[config.mk]
export PLATFORM = sky130hd
export DESIGN_NAME = qcc_quad_counter
export DESIGN_NICKNAME = d
export VERILOG_FILES = /design/src/common/qcc_pkg.sv /design/src/verilog/qcc_quad_counter.sv
export SDC_FILE = /design/constraint.sdc
export NUM_CORES = 1
export LEC_CHECK = 0
export ABC_CLOCK_PERIOD_IN_PS = 2600
export CORE_MARGIN = 2
export CORE_UTILIZATION = 35
export CTS_BUF_LIST = sky130_fd_sc_hd__clkbuf_4
export CTS_CLUSTER_DIAMETER = 150
export CTS_CLUSTER_SIZE = 12
export DETAILED_ROUTE_END_ITERATION = 12
export DONT_BUFFER_PORTS = 1
export PLACE_DENSITY = 0.6
export SLEW_MARGIN = 20
export SYNTH_ARGS = -nofsm -noshare
export SYNTH_HDL_FRONTEND = slang
export SYNTH_SLANG_ARGS = --single-unit
[constraint.sdc]
create_clock -name clk_sys -period 2.6 [get_ports clk_sys]
set_input_delay 0.52 -clock clk_sys [delete_from_list [all_inputs] [get_ports clk_sys]]
set_output_delay 0.52 -clock clk_sys [all_outputs]
set_load 0.01 [all_outputs]
[src/common/qcc_pkg.sv]
// Constants, register map and carrier types of the quadrature counter/capture channel
package qcc_pkg;

   // Clock and sampling rates
   localparam int unsigned CLK_HZ   = 50_000_000;
   localparam int unsigned SLOW_HZ  = 32_000;
   localparam int unsigned SLOW_DIV = CLK_HZ / SLOW_HZ;
   localparam int unsigned HS_DIV   = 4;
   localparam int          SAMP_W   = 11;
   localparam logic [SAMP_W-1:0] SLOW_LAST = SAMP_W'(SLOW_DIV - 1);
   localparam logic [SAMP_W-1:0] HS_LAST   = SAMP_W'(HS_DIV - 1);

   // Register byte addresses
   localparam logic [31:0] ADDR_RUN  = 32'hFFFF_F1E0;
   localparam logic [31:0] ADDR_STAT = 32'hFFFF_F1E4;
   localparam logic [31:0] ADDR_MODE = 32'hFFFF_F1E8;
   localparam logic [31:0] ADDR_CNT  = 32'hFFFF_F1EC;
   localparam logic [31:0] ADDR_CAP0 = 32'hFFFF_F1F0;
   localparam logic [31:0] ADDR_CAP1 = 32'hFFFF_F1F4;
   localparam logic [31:0] ADDR_CMP  = 32'hFFFF_F1F8;

   // Run register fields
   localparam int RUN_CNT  = 0;
   localparam int RUN_PRE  = 2;
   localparam int RUN_IDLE = 3;
   localparam int RUN_UD   = 4;
   localparam int RUN_SAMP = 5;
   localparam int RUN_DBUF = 7;
   localparam logic [7:0] RUN_WMASK = 8'hFD;
   localparam logic [7:0] RUN_RESET = 8'h00;

   // Mode register fields
   localparam int MODE_CLK   = 0;
   localparam int MODE_CAP   = 2;
   localparam int MODE_SWCAP = 4;
   localparam logic [1:0] CKS_EXT = 2'h0;

   // Status register fields
   localparam int ST_OVF = 2;
   localparam int ST_CNT = 4;

   // Counter values
   localparam logic [15:0] CNT_MID  = 16'h7FFF;
   localparam logic [15:0] CNT_ZERO = 16'h0000;
   localparam logic [15:0] CNT_FULL = 16'hFFFF;

   typedef enum logic [1:0] {CAP_OFF, CAP_IN0_BOTH, CAP_IN0_IN1, CAP_GATE} qcc_cap_e;

   typedef struct packed {
      logic [31:0] paddr;
      logic        psel;
      logic        penable;
      logic        pwrite;
      logic [31:0] pwdata;
      logic [3:0]  pstrb;
   } qcc_apb_req_s;

   typedef struct packed {
      logic [31:0] prdata;
      logic        pready;
      logic        pslverr;
   } qcc_apb_rsp_s;

endpackage : qcc_pkg

[src/verilog/qcc_quad_counter.sv]
// Two-phase up/down counter with edge capture, APB registers
//
// Added by the designer: the APB register port.
`timescale 1ns/1ps
`default_nettype none

//
// How it works
// - Capture mode 11: gate flip-flop rise loads capture0, fall loads capture1.
// - Clock select 00 makes external input 0 rising edges the count clock.
// - Free-running counter: input 0 rise loads capture0, fall loads capture1.
// - Time difference: input 0 rise loads capture0, input 1 rise loads capture1.
// - Two-phase mode changes the counter by exactly one per valid transition.
// - Single-step transitions count; 0,2,3,1,0 counts up, 0,1,3,2,0 counts down; double steps ignored.
// - Each up/down count pulses the count interrupt, including wraps.
// - Overflow wraps to 0000, underflow to FFFF, counting then continues.
// - Status bit 4 count, bit 3 underflow, bit 2 overflow; rest read 0.
// - Reading the status register clears its flags.
// - Run bit 5 picks sampling: 0 slow clock, 1 base clock over four.
// - Run bit 4: 0 normal timer, 1 up/down two-phase counting.
// - Enabling up/down mode loads the counter with 7FFF first.
// - Up/down mode captures only on software request, external triggers ignored.
// - Up/down mode disables the compare match.
// - Inputs sampled by 32 kHz slow clock or fast clock divided by four.
// - In sleep each count raises the interrupt and a wake request.
// - After wake the counter follows the input state present at wake.
// - Run bit 7 double buffer, bit 3 idle run, bit 1 written 0; reset 0.
module qcc_quad_counter
   import qcc_pkg::*;
#(
   parameter int PRESC_W = 8
) (
   // Clock and reset
   input  wire logic         clk_sys,
   input  wire logic         rst_n,
   // APB slave
   input  wire qcc_apb_req_s apb_req,
   output var  qcc_apb_rsp_s apb_rsp,
   // External pins
   input  wire logic         ext_capture_in0,
   input  wire logic         ext_capture_in1,
   input  wire logic         phase_a_in,
   input  wire logic         phase_b_in,
   // From the gating timer and power control
   input  wire logic         gate_timer_flipflop,
   input  wire logic         idle_mode,
   input  wire logic         sleep_mode,
   // Events
   output logic              quad_count_irq,
   output logic              wake_req,
   output logic              compare_match
);

   typedef struct packed {
      logic [7:0]         run;
      logic [1:0]         clock_select;
      qcc_cap_e           capture_mode_sel;
      logic [15:0]        up_counter;
      logic [15:0]        capture_reg0;
      logic [15:0]        capture_reg1;
      logic [15:0]        cmp;
      logic [15:0]        cmp_buf;
      logic [2:0]         flags;
      logic [PRESC_W-1:0] presc;
      logic [SAMP_W-1:0]  samp;
      logic [1:0]         phase_q;
      logic               ud_d;
      logic               in0_s1;
      logic               in0_s2;
      logic               in0_d;
      logic               in1_s1;
      logic               in1_s2;
      logic               in1_d;
      logic               pa_s1;
      logic               pa_s2;
      logic               pb_s1;
      logic               pb_s2;
      logic               gate_d;
      logic [31:0]        prdata;
      logic               irq;
      logic               wake;
      logic               match;
   } qcc_state_s;

   localparam qcc_state_s ST_RESET = '{
      run:              RUN_RESET,
      clock_select:     CKS_EXT,
      capture_mode_sel: CAP_OFF,
      up_counter:       CNT_ZERO,
      capture_reg0:     CNT_ZERO,
      capture_reg1:     CNT_ZERO,
      cmp:              CNT_ZERO,
      cmp_buf:          CNT_ZERO,
      flags:            3'h0,
      presc:            '0,
      samp:             '0,
      phase_q:          2'h0,
      ud_d:             1'b0,
      in0_s1:           1'b0,
      in0_s2:           1'b0,
      in0_d:            1'b0,
      in1_s1:           1'b0,
      in1_s2:           1'b0,
      in1_d:            1'b0,
      pa_s1:            1'b0,
      pa_s2:            1'b0,
      pb_s1:            1'b0,
      pb_s2:            1'b0,
      gate_d:           1'b0,
      prdata:           32'h0000_0000,
      irq:              1'b0,
      wake:             1'b0,
      match:            1'b0
   };

   qcc_state_s         st;
   qcc_state_s         next_st;

   logic               setup;
   logic               access;
   logic               hit;
   logic               wr;
   logic               sw_cap;
   logic               ud;
   logic               hold;
   logic               in0_rise;
   logic               in0_fall;
   logic               in1_rise;
   logic               gate_rise;
   logic               gate_fall;
   logic               ptick;
   logic               stick;
   logic               ntick;
   logic               cmp_hit;
   logic [1:0]         phase_now;
   logic [1:0]         dir;
   logic [2:0]         set_f;
   logic [2:0]         clr_f;
   logic [SAMP_W-1:0]  samp_last;
   logic [PRESC_W-1:0] pmask;
   logic [PRESC_W-1:0] ones;
   logic [31:0]        rdata;

   // Returns {up, down} for one sampled step of the phase pair
   function automatic logic [1:0] step_dir(input logic [1:0] was, input logic [1:0] now);
      logic [1:0] d;
      d = 2'b00;
      case ({was, now})
         4'b0010, 4'b1011, 4'b1101, 4'b0100: d = 2'b10;
         4'b0001, 4'b0111, 4'b1110, 4'b1000: d = 2'b01;
         default: d = 2'b00;
      endcase
      return d;
   endfunction : step_dir

   // Byte-lane merge for 16-bit registers
   function automatic logic [15:0] lane16(input logic [15:0] old, input logic [31:0] wd,
                                          input logic [3:0] be);
      logic [15:0] r;
      r = old;
      if (be[0]) begin
         r[7:0] = wd[7:0];
      end
      if (be[1]) begin
         r[15:8] = wd[15:8];
      end
      return r;
   endfunction : lane16

   always_comb begin
      next_st   = st;
      next_st.irq  = 1'b0;
      next_st.wake = 1'b0;

      // Pins pass two flops before use
      next_st.in0_s1 = ext_capture_in0;
      next_st.in0_s2 = st.in0_s1;
      next_st.in0_d  = st.in0_s2;
      next_st.in1_s1 = ext_capture_in1;
      next_st.in1_s2 = st.in1_s1;
      next_st.in1_d  = st.in1_s2;
      next_st.pa_s1  = phase_a_in;
      next_st.pa_s2  = st.pa_s1;
      next_st.pb_s1  = phase_b_in;
      next_st.pb_s2  = st.pb_s1;
      next_st.gate_d = gate_timer_flipflop;

      in0_rise  = st.in0_s2 & ~st.in0_d;
      in0_fall  = ~st.in0_s2 & st.in0_d;
      in1_rise  = st.in1_s2 & ~st.in1_d;
      gate_rise = gate_timer_flipflop & ~st.gate_d;
      gate_fall = ~gate_timer_flipflop & st.gate_d;

      // APB decode, zero wait states
      setup  = apb_req.psel & ~apb_req.penable;
      access = apb_req.psel & apb_req.penable;
      hit    = (apb_req.paddr == ADDR_RUN) || (apb_req.paddr == ADDR_STAT) ||
               (apb_req.paddr == ADDR_MODE) || (apb_req.paddr == ADDR_CNT) ||
               (apb_req.paddr == ADDR_CAP0) || (apb_req.paddr == ADDR_CAP1) ||
               (apb_req.paddr == ADDR_CMP);
      wr     = access & apb_req.pwrite & hit;
      sw_cap = wr & apb_req.pstrb[0] & (apb_req.paddr == ADDR_MODE) &
               apb_req.pwdata[MODE_SWCAP];

      ud   = st.run[RUN_UD];
      hold = idle_mode & ~st.run[RUN_IDLE];

      // Prescaler: select n divides by four to the power n
      ones    = '1;
      pmask   = ~(ones << {st.clock_select, 1'b0});
      ptick   = st.run[RUN_PRE] & ((st.presc & pmask) == pmask);
      next_st.presc = st.run[RUN_PRE] ? PRESC_W'(st.presc + 1'b1) : '0;

      samp_last = st.run[RUN_SAMP] ? HS_LAST : SLOW_LAST;
      stick     = ud & (st.samp >= samp_last);
      if (!ud || stick) begin
         next_st.samp = '0;
      end else begin
         next_st.samp = SAMP_W'(st.samp + 1'b1);
      end

      // each sample compares against the last seen state
      phase_now = {st.pa_s2, st.pb_s2};
      dir       = stick ? step_dir(st.phase_q, phase_now) : 2'b00;
      set_f     = 3'b000;
      if (stick) begin
         next_st.phase_q = phase_now;
      end

      next_st.ud_d = ud;
      if (ud && !st.ud_d) begin
         next_st.up_counter = CNT_MID;
         next_st.phase_q    = phase_now;
      end else if (ud) begin
         if (!hold && dir != 2'b00) begin
            if (dir[1]) begin
               next_st.up_counter = 16'(st.up_counter + 1'b1);
            end else begin
               next_st.up_counter = 16'(st.up_counter - 1'b1);
            end
            set_f[0] = dir[1] & (st.up_counter == CNT_FULL);
            set_f[1] = dir[0] & (st.up_counter == CNT_ZERO);
            set_f[2]     = 1'b1;
            next_st.irq  = 1'b1;
            // count in sleep wakes the system
            next_st.wake = sleep_mode;
         end
      end else if (!st.run[RUN_CNT]) begin
         next_st.up_counter = CNT_ZERO;
      end else if (!hold) begin
         // external input 0 as count clock at select 00, else the prescaler
         ntick = (st.clock_select == CKS_EXT) ? in0_rise : ptick;
         if (ntick) begin
            next_st.up_counter = 16'(st.up_counter + 1'b1);
         end
      end
      ntick = 1'b0;

      // external triggers only outside up/down mode
      if (!ud) begin
         case (st.capture_mode_sel)
            CAP_IN0_BOTH: begin
               if (in0_rise) begin
                  next_st.capture_reg0 = st.up_counter;
               end
               if (in0_fall) begin
                  next_st.capture_reg1 = st.up_counter;
               end
            end
            CAP_IN0_IN1: begin
               if (in0_rise) begin
                  next_st.capture_reg0 = st.up_counter;
               end
               if (in1_rise) begin
                  next_st.capture_reg1 = st.up_counter;
               end
            end
            CAP_GATE: begin
               if (gate_rise) begin
                  next_st.capture_reg0 = st.up_counter;
               end
               if (gate_fall) begin
                  next_st.capture_reg1 = st.up_counter;
               end
            end
            default: begin
            end
         endcase
      end
      if (sw_cap) begin
         next_st.capture_reg0 = st.up_counter;
      end

      // compare only in normal timer operation
      cmp_hit       = ~ud & st.run[RUN_CNT] & (st.up_counter == st.cmp);
      next_st.match = cmp_hit;
      if (cmp_hit && st.run[RUN_DBUF]) begin
         next_st.cmp = st.cmp_buf;
      end

      // Read mux, sampled in the setup phase
      rdata = 32'h0000_0000;
      case (apb_req.paddr)
         ADDR_RUN:  rdata[7:0] = st.run;
         // flags in bits 4..2, rest zero
         ADDR_STAT: rdata[ST_CNT:ST_OVF] = st.flags;
         ADDR_MODE: rdata[MODE_CAP+1:MODE_CLK] = {st.capture_mode_sel, st.clock_select};
         ADDR_CNT:  rdata[15:0] = st.up_counter;
         ADDR_CAP0: rdata[15:0] = st.capture_reg0;
         ADDR_CAP1: rdata[15:0] = st.capture_reg1;
         ADDR_CMP:  rdata[15:0] = st.cmp;
         default:   rdata = 32'h0000_0000;
      endcase
      if (setup) begin
         next_st.prdata = rdata;
      end

      // clear only what the read returned; a new event wins
      clr_f = 3'b000;
      if (access && !apb_req.pwrite && apb_req.paddr == ADDR_STAT) begin
         clr_f = st.prdata[ST_CNT:ST_OVF];
      end
      next_st.flags = (st.flags & ~clr_f) | set_f;

      if (wr) begin
         case (apb_req.paddr)
            ADDR_RUN: begin
               if (apb_req.pstrb[0]) begin
                  next_st.run = apb_req.pwdata[7:0] & RUN_WMASK;
               end
            end
            ADDR_MODE: begin
               if (apb_req.pstrb[0]) begin
                  next_st.clock_select     = apb_req.pwdata[MODE_CLK+1:MODE_CLK];
                  next_st.capture_mode_sel = qcc_cap_e'(apb_req.pwdata[MODE_CAP+1:MODE_CAP]);
               end
            end
            ADDR_CMP: begin
               // Buffered write lands at the next match
               next_st.cmp_buf = lane16(st.cmp_buf, apb_req.pwdata, apb_req.pstrb);
               if (!st.run[RUN_DBUF]) begin
                  next_st.cmp = lane16(st.cmp, apb_req.pwdata, apb_req.pstrb);
               end
            end
            default: begin
            end
         endcase
      end

      apb_rsp.prdata  = st.prdata;
      apb_rsp.pready  = access;
      apb_rsp.pslverr = access & ~hit;
   end

   always_ff @(posedge clk_sys or negedge rst_n) begin
      if (!rst_n) begin
         st <= ST_RESET;
      end else begin
         st <= next_st;
      end
   end

   assign quad_count_irq = st.irq;
   assign wake_req       = st.wake;
   assign compare_match  = st.match;

endmodule : qcc_quad_counter

`default_nettype wire
==> results.ini, run 1 <==
[sta]
drv_slew=0
skew_ns=0.0324
relSlewSlack=0.561
finalSetupViolCount=0
fin_crit_sh=0.918
setup_tns_ns=0
hold_viol_final=144
fin_hold_ws_ns=-0.369
tightest_slew_ns=0.656
rsz0062_at_grt=no
period_needed_ns=2.39
fmax_mhz=419

[route]
vias=6215
viasPerCell=5.58
detail_route.wl_per_cell_microns=19.0
firstDrtPassIters=7
drc=0
wirelength_microns=21100
drtIter0Drc=492
postRouteAntennaNets=0

[place]
gp_congestion=0.833
place_area_sq_mm=0.00853
placed_cells=1066
port_buffers=0
dp_hpwl_microns=14700

[power_and_ir_drop]
p_leak_nw=4.04
p_per_area_mw_per_mm2=581
ir_drop_v=0.000289

[job]
maxCapViolations=0

[floorplan]
rows=55
start_util=0.355
die_x_microns=155
core_sq_mm=0.0226
die_area_sq_mm=0.0241
io_pins=117
fp.dieH_microns=155

[synthesis]
syn-cell-area_sq_mm=0.00801
avgSynthCellArea_sq_um=10.3
synth_top_area_cell=dfrtp_1
synthFlopType=dfrtp_1
synthAdderAreaFrac=0.0156
ys_warn_count=0
syn_inst=777
ys_types=74
synth_edf_count=0
synth_compound_area_frac=0.148
ys_top_cells_by_area=dfrtp_1 (45%), mux2_2 (6.2%), nand2_1 (4.2%), buf_4 (3.1%), xnor2_1 (3.0%)
async_flop_share=1.00
synth_top_family_by_area=simple AND/OR/NAND/NOR gates
synthMuxAreaShare=0.0928
synth-simple-area-share=0.184
ys_ff_latch=144
synth_xor_area_frac=0.0470
synth_top_area_frac=0.450
seq_area_frac_synth=0.450

[setup_path]
worstRegToRegCells=8
required_ns=3.05
path_max_fanout=10
r2r_end=st[146]
startpoint_type=flop
cp-end-kind=flop
worstPathArrival_ns=2.84
r2r_slack_ns=0.21
reg2reg_from=st[53]
critical_path_class=reg2reg

[global_routing]
grt_pass1_vias=5957
grt-ovfl-total=0
globalRouteTotalUtil=0.179
grt_max_degree=145
antenna_found_initial=2
grt_pass1_wl_microns=33600

[finish]
nFillCells=2226
layout-drive-gt1-share=0.217
mostFrequentLayoutCells=dfrtp_1 (144), nand2_1 (88), buf_4 (62)
layout_commonest_cell=dfrtp_1
final_area_sq_mm=0.00899
layout.nets=903
area_delta_synth_final_pct=12.3
fin_cells=1113

[clock_tree]
cts_inserted_buffers=17
path_clk_slew_ns=0.15
cts_max_path_buffers=2
cts.sinks=144
cts_max_level=4
postCtsSetupBuffers=0
root_buffer=clkbuf_4
cts_tree=yes
worstSkewPairLatency_ns=0.58

[run_status]
violations=hold timing
status=complete, but fails checks

[hold_path]
hold_path.class=in2async

## power by group
part	leakage [nW]	total, mW	switching [mW]	internal [mW]
clock	0.159	1.56	1.02	0.539
combinational	1.97	1.08	0.583	0.498
sequential	1.92	2.59	0.234	2.35
## stage by stage
stage | utilization | setup WS (ns) | hold WS [ns] | power (mW)
after floorplan | - | -0.124 | 0.224 | 3.35
after detailed placement | 0.378 | -0.137 | 0.233 | 3.67
after global routing | 0.398 | 0.0297 | -0.444 | 5.52
final | 0.398 | 0.213 | -0.369 | 5.23
after CTS | 0.397 | 0.104 | -0.441 | 5.27
after global placement | 0.378 | -0.0497 | 0.227 | 3.66
## kinds of logic (layout without fill, tap and decap cells)
kind of cell / Yosys count / in the layout
flip-flops: 144 / 144
other: 1 / 18
AND/OR/NAND/NOR: 270 / 270
adder cells (fa/ha/maj): 10 / 10
XOR/XNOR: 43 / 43
buffers and inverters: 95 / 129
AO/OA/AOI/OAI: 154 / 154
multiplexers: 60 / 60
## layer usage
layer	wire [microns]	track usage	vias to the layer above
li1	-	-	2905
met1	9610	0.252	3092
met2	9860	0.273	198
met3	1300	0.0412	20
met4	359	0.0546	0
met5	0	0	-
## sequential cells by signal (all words and copies together) (netlist names)
name / count
st: 116
next_st: 7
wake_req: 1
compare_match: 1
phase_now: 2
apb_rsp: 16
quad_count_irq: 1
## synth_stat cells (all sizes together) (4+ instances only)
master	instances
nor4	15
nor3	11
a21o	7
buf	42
a222oi	9
a32oi	11
nor3b	12
o311ai	4
a21oi	19
inv	17
nand2	89
a31oi	4
a211oi	6
and3	5
nand3b	10
nor2b	6
a21boi	4
and2	11
a211o	6
xor2	16
o211ai	6
nand4	18
a22o	10
dfrtp	144
a22oi	8
a221o	4
clkbuf	35
xnor2	27
o21ai	16
nor2	37
nand2b	7
or2	4
nand3	32
mux2	54
o21a	4
ha	10
a221oi	12
## cell type report
cell class / count / area [sq um] / share of cell area
timing repair buffer: 79 / 667 / 0.0742
multi-input combinational: 553 / 3980 / 0.443
clock buffer: 17 / 128 / 0.0142
sequential: 144 / 3600 / 0.401
clock inverter: 15 / 186 / 0.0207
antenna: 2 / 5.00 / 0.000556
inverter: 18 / 67.6 / 0.00751
tap: 285 / 357 / 0.0396
## critical path: stages, from the launching register on
cell and delay, ns:
dfrtp_1 0.44, ha_1 0.21, nor4_1 0.33, a21boi_0 0.15, o31ai_1 0.39, a21o_1 0.20
a21oi_1 0.07, buf_4 0.22, o221a_2 0.28
## what timing repair did
action                                 CTS  global route
hold buffers                            12             1
setup endpoints to repair                0             9
endpoints found under the hold margin  156           145
resized for setup                        0             6
## worst max path at each step
stage	start	to	cells after the start
2_1_floorplan	apb_req[48]	st[125]	8
3_3_place_gp	apb_req[48]	st[132]	7
3_5_place_dp	apb_req[48]	st[68]	7
4_1_cts	st[160]	st[141]	9
5_1_grt	st[160]	st[142]	9
6_report	st[53]	st[146]	8
(Power assumes the default switching activity.)
==> run 2: changes to the inputs <==
--- a/config.mk
+++ b/config.mk
@@ -7,13 +7,13 @@
 export LEC_CHECK = 0
 export ABC_CLOCK_PERIOD_IN_PS = 2600
 export CORE_MARGIN = 2
-export CORE_UTILIZATION = 35
+export CORE_UTILIZATION = 47
 export CTS_BUF_LIST = sky130_fd_sc_hd__clkbuf_4
 export CTS_CLUSTER_DIAMETER = 150
 export CTS_CLUSTER_SIZE = 12
 export DETAILED_ROUTE_END_ITERATION = 12
 export DONT_BUFFER_PORTS = 1
-export PLACE_DENSITY = 0.6
+export PLACE_DENSITY = 0.73
 export SLEW_MARGIN = 20
 export SYNTH_ARGS = -nofsm -noshare
 export SYNTH_HDL_FRONTEND = slang
==> results.ini, run 2 (same netlist as run 1, synthesis figures left out) <==
[clock_tree]
cts_tree=yes
path_clk_slew_ns=0.14  ; about the same
cts_max_level=4  ; unchanged
postCtsHoldBufs=5  ; -7
root_buffer=clkbuf_4
cts_max_path_buffers=2  ; unchanged
worstSkewPairLatency_ns=0.56  ; -0.02 ns
cts_inserted_buffers=17  ; unchanged
postCtsSetupBuffers=0  ; unchanged
cts.sinks=144  ; unchanged

[sta]
tightest_slew_ns=0.918  ; +0.262 ns
timing.final.ws_setup_ns=0.146  ; -0.0665 ns
fin_crit_sh=0.944  ; +0.0256
relSlewSlack=0.388  ; -0.173
skew_ns=0.0271  ; -0.00533 ns
drv_slew=0  ; unchanged
rsz0062_at_grt=yes
hold_viol_final=144  ; unchanged
setup_tns_ns=0  ; unchanged
finalSetupViolCount=0  ; unchanged
period_needed_ns=2.45  ; +0.0665 ns
fin_hold_ws_ns=-0.364  ; +0.00414 ns
fmax_mhz=408  ; -2.7%

[global_routing]
grt_util_met1=0.315  ; +0.0627
grt_pass1_vias=6026  ; +1.2%
grt-ovfl-total=0  ; unchanged
grt_pass1_wl_microns=32000  ; -4.8%
grt_max_degree=145  ; unchanged
busiest_layer=met2
use_met3=0.0514  ; +0.0102
use_met2=0.339  ; +0.0658
globalRouteTotalUtil=0.224  ; +0.0459
antenna_found_initial=1  ; -1

[power_and_ir_drop]
clkPwrFrac=0.275  ; -0.023
p_leak_nw=3.95  ; -2.2%
swShare=0.334  ; -0.0175
p_sw_mw=1.67  ; -9.3%
pwr-share-comb=0.205  ; -0.002
p_per_area_mw_per_mm2=572  ; -1.6%
ir_drop_v=0.000426  ; +47%
power.share.sequential=0.520  ; +0.025
internal-power_mw=3.32  ; -2.0%

[finish]
largest_reg_flops=116  ; unchanged
multi_input_area_sq_mm=0.00398  ; -0.13%
top_register=st
area_delta_synth_final_pct=8.92
nFillCells=1474  ; -34%
layout.nets=890  ; -1.4%
register_area_sq_mm=0.00360  ; unchanged
mostFrequentLayoutCells=dfrtp_1 (144), nand2_1 (89), buf_4 (59)
final_core_util=0.524  ; +0.126
layout-drive-gt1-share=0.212  ; -0.00514
layout_commonest_cell=dfrtp_1

[hold_path]
hold_path.class=in2async

[route]
drtIter0Drc=658  ; +34%
wirelength_microns=19800  ; -6.5%
firstDrtPassIters=6  ; -1
drc=0  ; unchanged
postRouteAntennaNets=0  ; unchanged
vias=6254  ; +0.63%
viasPerCell=6.05  ; +8.3%
detail_route.wl_per_cell_microns=19.1  ; +0.64%

[setup_path]
worstPathArrival_ns=2.94  ; +0.10 ns
slowest_delay_ns=0.45  ; about the same
required_ns=3.08  ; +0.03 ns
cp_top_family=compound AO/OA/AOI/OAI gates
path_cells=inv_1 -> ha_1 -> a211oi_1 -> o211a_1 -> o21a_1 -> buf_4 -> nand2_1 -> o211ai_1 -> o221a_2
critical_path_class=reg2reg
path_max_fanout=12  ; +2
startpoint_type=flop
slowest_stage=dfrtp_1
cp-end-kind=flop
worst-path-buf-inv=2  ; +1

[floorplan]
die_x_microns=135  ; -13%
fp.dieH_microns=135  ; -13%
io_pins=117  ; unchanged
start_util=0.481  ; +0.126
rows=47  ; -15%
core_sq_mm=0.0166  ; -26%
die_area_sq_mm=0.0181  ; -25%

[place]
gp_congestion=0.892  ; +7.1%
port_buffers=0  ; unchanged
place_ws_ns=-0.0630  ; +0.0737 ns
dp_hpwl_microns=13800  ; -6.6%

[job]
maxCapViolations=0  ; unchanged

[run_status]
violations=hold timing
status=complete, but fails checks

## run 2: changes by cell type in the layout (fill, tap and decap cells not counted), moves of 2 or more
| cell | previous run | this run |
|---|---|---|
| o21ai_0 | 14 | 16 |
| o21ai_1 | 2 | 0 |
| inv_8 | 6 | 1 |
| clkinv_4 | 0 | 3 |
| buf_4 | 62 | 59 |
| clkinv_8 | 3 | 0 |
| dlygate4sd3_1 | 13 | 5 |
## run 2: power groups by stage
stage                     combinational, mW  sequential (mW)  clock, mW
final                                  1.02             2.59       1.37
after global routing                   1.13             2.61       1.52
after global placement                0.981             2.63          0
after floorplan                       0.880             2.47          0
after detailed placement              0.992             2.63          0
after CTS                              1.00             2.59       1.41
## run 2: per-layer routing
metal  vias to the layer above  part of all wire  wire length [microns]
li1                       2868                 -                      -
met1                      3084              0.43                   8570
met2                       266              0.47                   9210
met3                        36             0.071                   1410
met4                         0             0.028                    552
met5                         -                 0                      0
## run 2: through the flow
step                total power [mW]  cells  area (sq um)  hold slack (ns)
floorplan                       3.35    792          8070            0.224
CTS                             5.00   1033          8720           -0.404
global placement                3.61    996          8400            0.229
finish                          4.99   1034          8720           -0.364
detailed placement              3.62    996          8400            0.230
global route                    5.27   1034          8720           -0.416
## run 2: worst reg2reg max path, delay by kind of cell (launching register included)
family                   cells  cell delay [ns]
buffers and inverters        2             0.32
AND/OR/NAND/NOR              1             0.22
AO/OA/AOI/OAI                5             1.12
adder cells (fa/ha/maj)      1             0.28
flip-flops                   1             0.45
## run 2: layout make-up
type / instances / share of cell area
Clock inverter: 14 / 0.0152
Inverter: 18 / 0.00774
Timing Repair Buffer: 66 / 0.0611
Antenna cell: 1 / 0.000287
Clock buffer: 18 / 0.0155
Sequential cell: 144 / 0.413
Tap cell: 220 / 0.0316
Multi-Input combinational cell: 553 / 0.456
## run 2: final timing paths
path / from / endpoint / slack (ns) / cells after the start
max reg2reg: st[160] / st[146] / 0.15 / 9
max: st[160] / st[146] / 0.15 / 9
min: rst_n / st[55] / -0.36 / 0
min in group clk_sys: apb_req[10] / st[77] / 0.06 / 2
min reg2reg: next_st[36] / phase_now[0] / 0.35 / 0
max in group asynchronous: rst_n / st[148] / 2.69 / 0
## run 2: timing repair
item | CTS | global route
endpoints found under the hold margin | 149 | 144
resized for setup | 0 | 3
setup endpoints to repair | 0 | 5
==> run 3: changes to the inputs <==
--- a/config.mk
+++ b/config.mk
@@ -7,14 +7,14 @@
 export LEC_CHECK = 0
 export ABC_CLOCK_PERIOD_IN_PS = 2600
 export CORE_MARGIN = 2
-export CORE_UTILIZATION = 47
+export CORE_UTILIZATION = 55
 export CTS_BUF_LIST = sky130_fd_sc_hd__clkbuf_4
 export CTS_CLUSTER_DIAMETER = 150
 export CTS_CLUSTER_SIZE = 12
 export DETAILED_ROUTE_END_ITERATION = 12
 export DONT_BUFFER_PORTS = 1
-export PLACE_DENSITY = 0.73
-export SLEW_MARGIN = 20
+export PLACE_DENSITY = 0.81
+export SLEW_MARGIN = 5
 export SYNTH_ARGS = -nofsm -noshare
 export SYNTH_HDL_FRONTEND = slang
 export SYNTH_SLANG_ARGS = --single-unit
==> results.ini, run 3 (same netlist as run 1, synthesis figures left out) <==
[global_routing]
antenna_found_initial=1  ; unchanged
grt-ovfl-total=0  ; unchanged
grt_pass1_wl_microns=33500  ; +4.6%
globalRouteTotalUtil=0.268  ; +0.0439
grt_pass1_vias=6591  ; +9.4%
grt_max_degree=145  ; unchanged

[route]
drc=0  ; unchanged
wirelength_microns=20700  ; +4.8%
viasPerCell=6.51  ; +7.6%
drtIter0Drc=730  ; +11%
detail_route.wl_per_cell_microns=20.8  ; +9.1%
postRouteAntennaNets=0  ; unchanged
firstDrtPassIters=7  ; +1
vias=6464  ; +3.4%

[power_and_ir_drop]
p_per_area_mw_per_mm2=615  ; +7.5%
ir_drop_v=0.000481  ; +13%
p_leak_nw=3.98  ; +0.66%
power_mw=5.37  ; +7.6%

[sta]
tightest_slew_ns=0.854  ; -0.0642 ns
fin_crit_sh=0.944  ; about the same
timing.final.ws_setup_ns=0.145  ; -0.00131 ns
hold_viol_final=144  ; unchanged
finalSetupViolCount=0  ; unchanged
drv_slew=0  ; unchanged
rsz0062_at_grt=no
fmax_mhz=407  ; about the same
setup_tns_ns=0  ; unchanged
relSlewSlack=0.431  ; +0.0428
period_needed_ns=2.46  ; +0.00131 ns
fin_hold_ws_ns=-0.355  ; +0.00921 ns
skew_ns=0.0208  ; -0.00629 ns

[floorplan]
rows=44  ; -6.4%
io_pins=117  ; unchanged
start_util=0.557  ; +0.0762
die_area_sq_mm=0.0155  ; -14%
fp.dieH_microns=125  ; -7.3%
die_x_microns=125  ; -7.3%
core_sq_mm=0.0144  ; -14%

[place]
gp_congestion=0.961  ; +7.7%
place_area_sq_mm=0.00832  ; -0.98%
dp_hpwl_microns=14200  ; +2.9%
place_ws_ns=-0.0935  ; -0.0305 ns
port_buffers=0  ; unchanged

[setup_path]
cp_top_family=compound AO/OA/AOI/OAI gates
slowest_stage=dfrtp_1
worstPathArrival_ns=2.89  ; -0.05 ns
path_cells=buf_4 -> ha_1 -> nand2_1 -> a211o_1 -> o21a_1 -> buf_4 -> nand2_1 -> a21oi_1 -> o32a_1
required_ns=3.03  ; -0.05 ns
cp-end-kind=flop
path_max_fanout=12  ; unchanged
startpoint_type=flop
slowest_delay_ns=0.44  ; about the same
worst-path-buf-inv=2  ; unchanged
critical_path_class=reg2reg

[hold_path]
hold_path.class=in2async

[run_status]
violations=hold timing
status=complete, but fails checks

[finish]
nFillCells=1141  ; -23%
largest_reg_flops=116  ; unchanged
final_core_util=0.608  ; +0.0837
top_register=st
layout.nets=885  ; -0.56%
layout-drive-gt1-share=0.209  ; -0.00214
final_area_sq_mm=0.00874  ; +0.13%
layout_commonest_cell=dfrtp_1
area_delta_synth_final_pct=9.06
mostFrequentLayoutCells=dfrtp_1 (144), nand2_1 (89), buf_4 (54)

[clock_tree]
cts_inserted_buffers=17  ; unchanged
postCtsSetupBuffers=0  ; unchanged
cts_max_level=4  ; unchanged
root_buffer=clkbuf_4
path_clk_slew_ns=0.13  ; about the same
worstSkewPairLatency_ns=0.56  ; about the same
cts_max_path_buffers=2  ; unchanged
postCtsHoldBufs=5  ; unchanged
cts_tree=yes
cts.sinks=144  ; unchanged

[job]
maxCapViolations=0  ; unchanged

==> run 3: cell type report <==
class,count,area (sq um),area share
antenna,2,5.00,0.000573
sequential,144,3600,0.412
timing repair buffer,61,495,0.0567
clock buffer,19,143,0.0163
inverter,18,67.6,0.00773
multi-input combinational,553,3990,0.456
tap,184,230,0.0264
clock inverter,12,206,0.0236
==> run 3: per-stage QoR <==
| step | hold WS, ns | std cells |
|---|---|---|
| floorplan | 0.224 | 792 |
| global placement | 0.237 | 955 |
| detailed placement | 0.237 | 955 |
| CTS | -0.383 | 991 |
| global route | -0.405 | 993 |
| finish | -0.355 | 993 |
==> run 3: path summary, 6_finish.rpt <==
path                       slack [ns]   startpoint  cells after the start      endpoint
max                              0.14      st[160]                      9       st[144]
min                             -0.36        rst_n                      0       st[137]
max reg2reg                      0.14      st[160]                      9       st[144]
min reg2reg                      0.36  next_st[38]                      0  phase_now[1]
max in group asynchronous        2.79        rst_n                      0        st[40]
min in group clk_sys             0.06  apb_req[11]                      2        st[78]
==> run 3: where the power goes <==
group	switching, mW	internal (mW)
combinational	0.569	0.475
clock	0.845	0.886
sequential	0.242	2.35
==> run 3: per-layer routing <==
metal | vias to the layer above | GRT usage | part of all wire
li1 | 2852 | - | -
met1 | 3192 | 0.347 | 0.40
met2 | 360 | 0.429 | 0.48
met3 | 60 | 0.0709 | 0.090
met4 | 0 | 0.112 | 0.028
met5 | - | 0 | 0
==> run 3: worst reg2reg max path, stage by stage, from the launching register on <==
cell,delay (ns)
dfrtp_1,0.44
buf_4,0.17
ha_1,0.32
nand2_1,0.07
a211o_1,0.31
o21a_1,0.13
buf_4,0.19
nand2_1,0.25
a21oi_1,0.11
o32a_1,0.35
==> run 3: repair_timing <==
| action | CTS | global route |
|---|---|---|
| resized for setup | 0 | 5 |
| setup endpoints to repair | 0 | 13 |
| hold endpoints to repair | 149 | 144 |
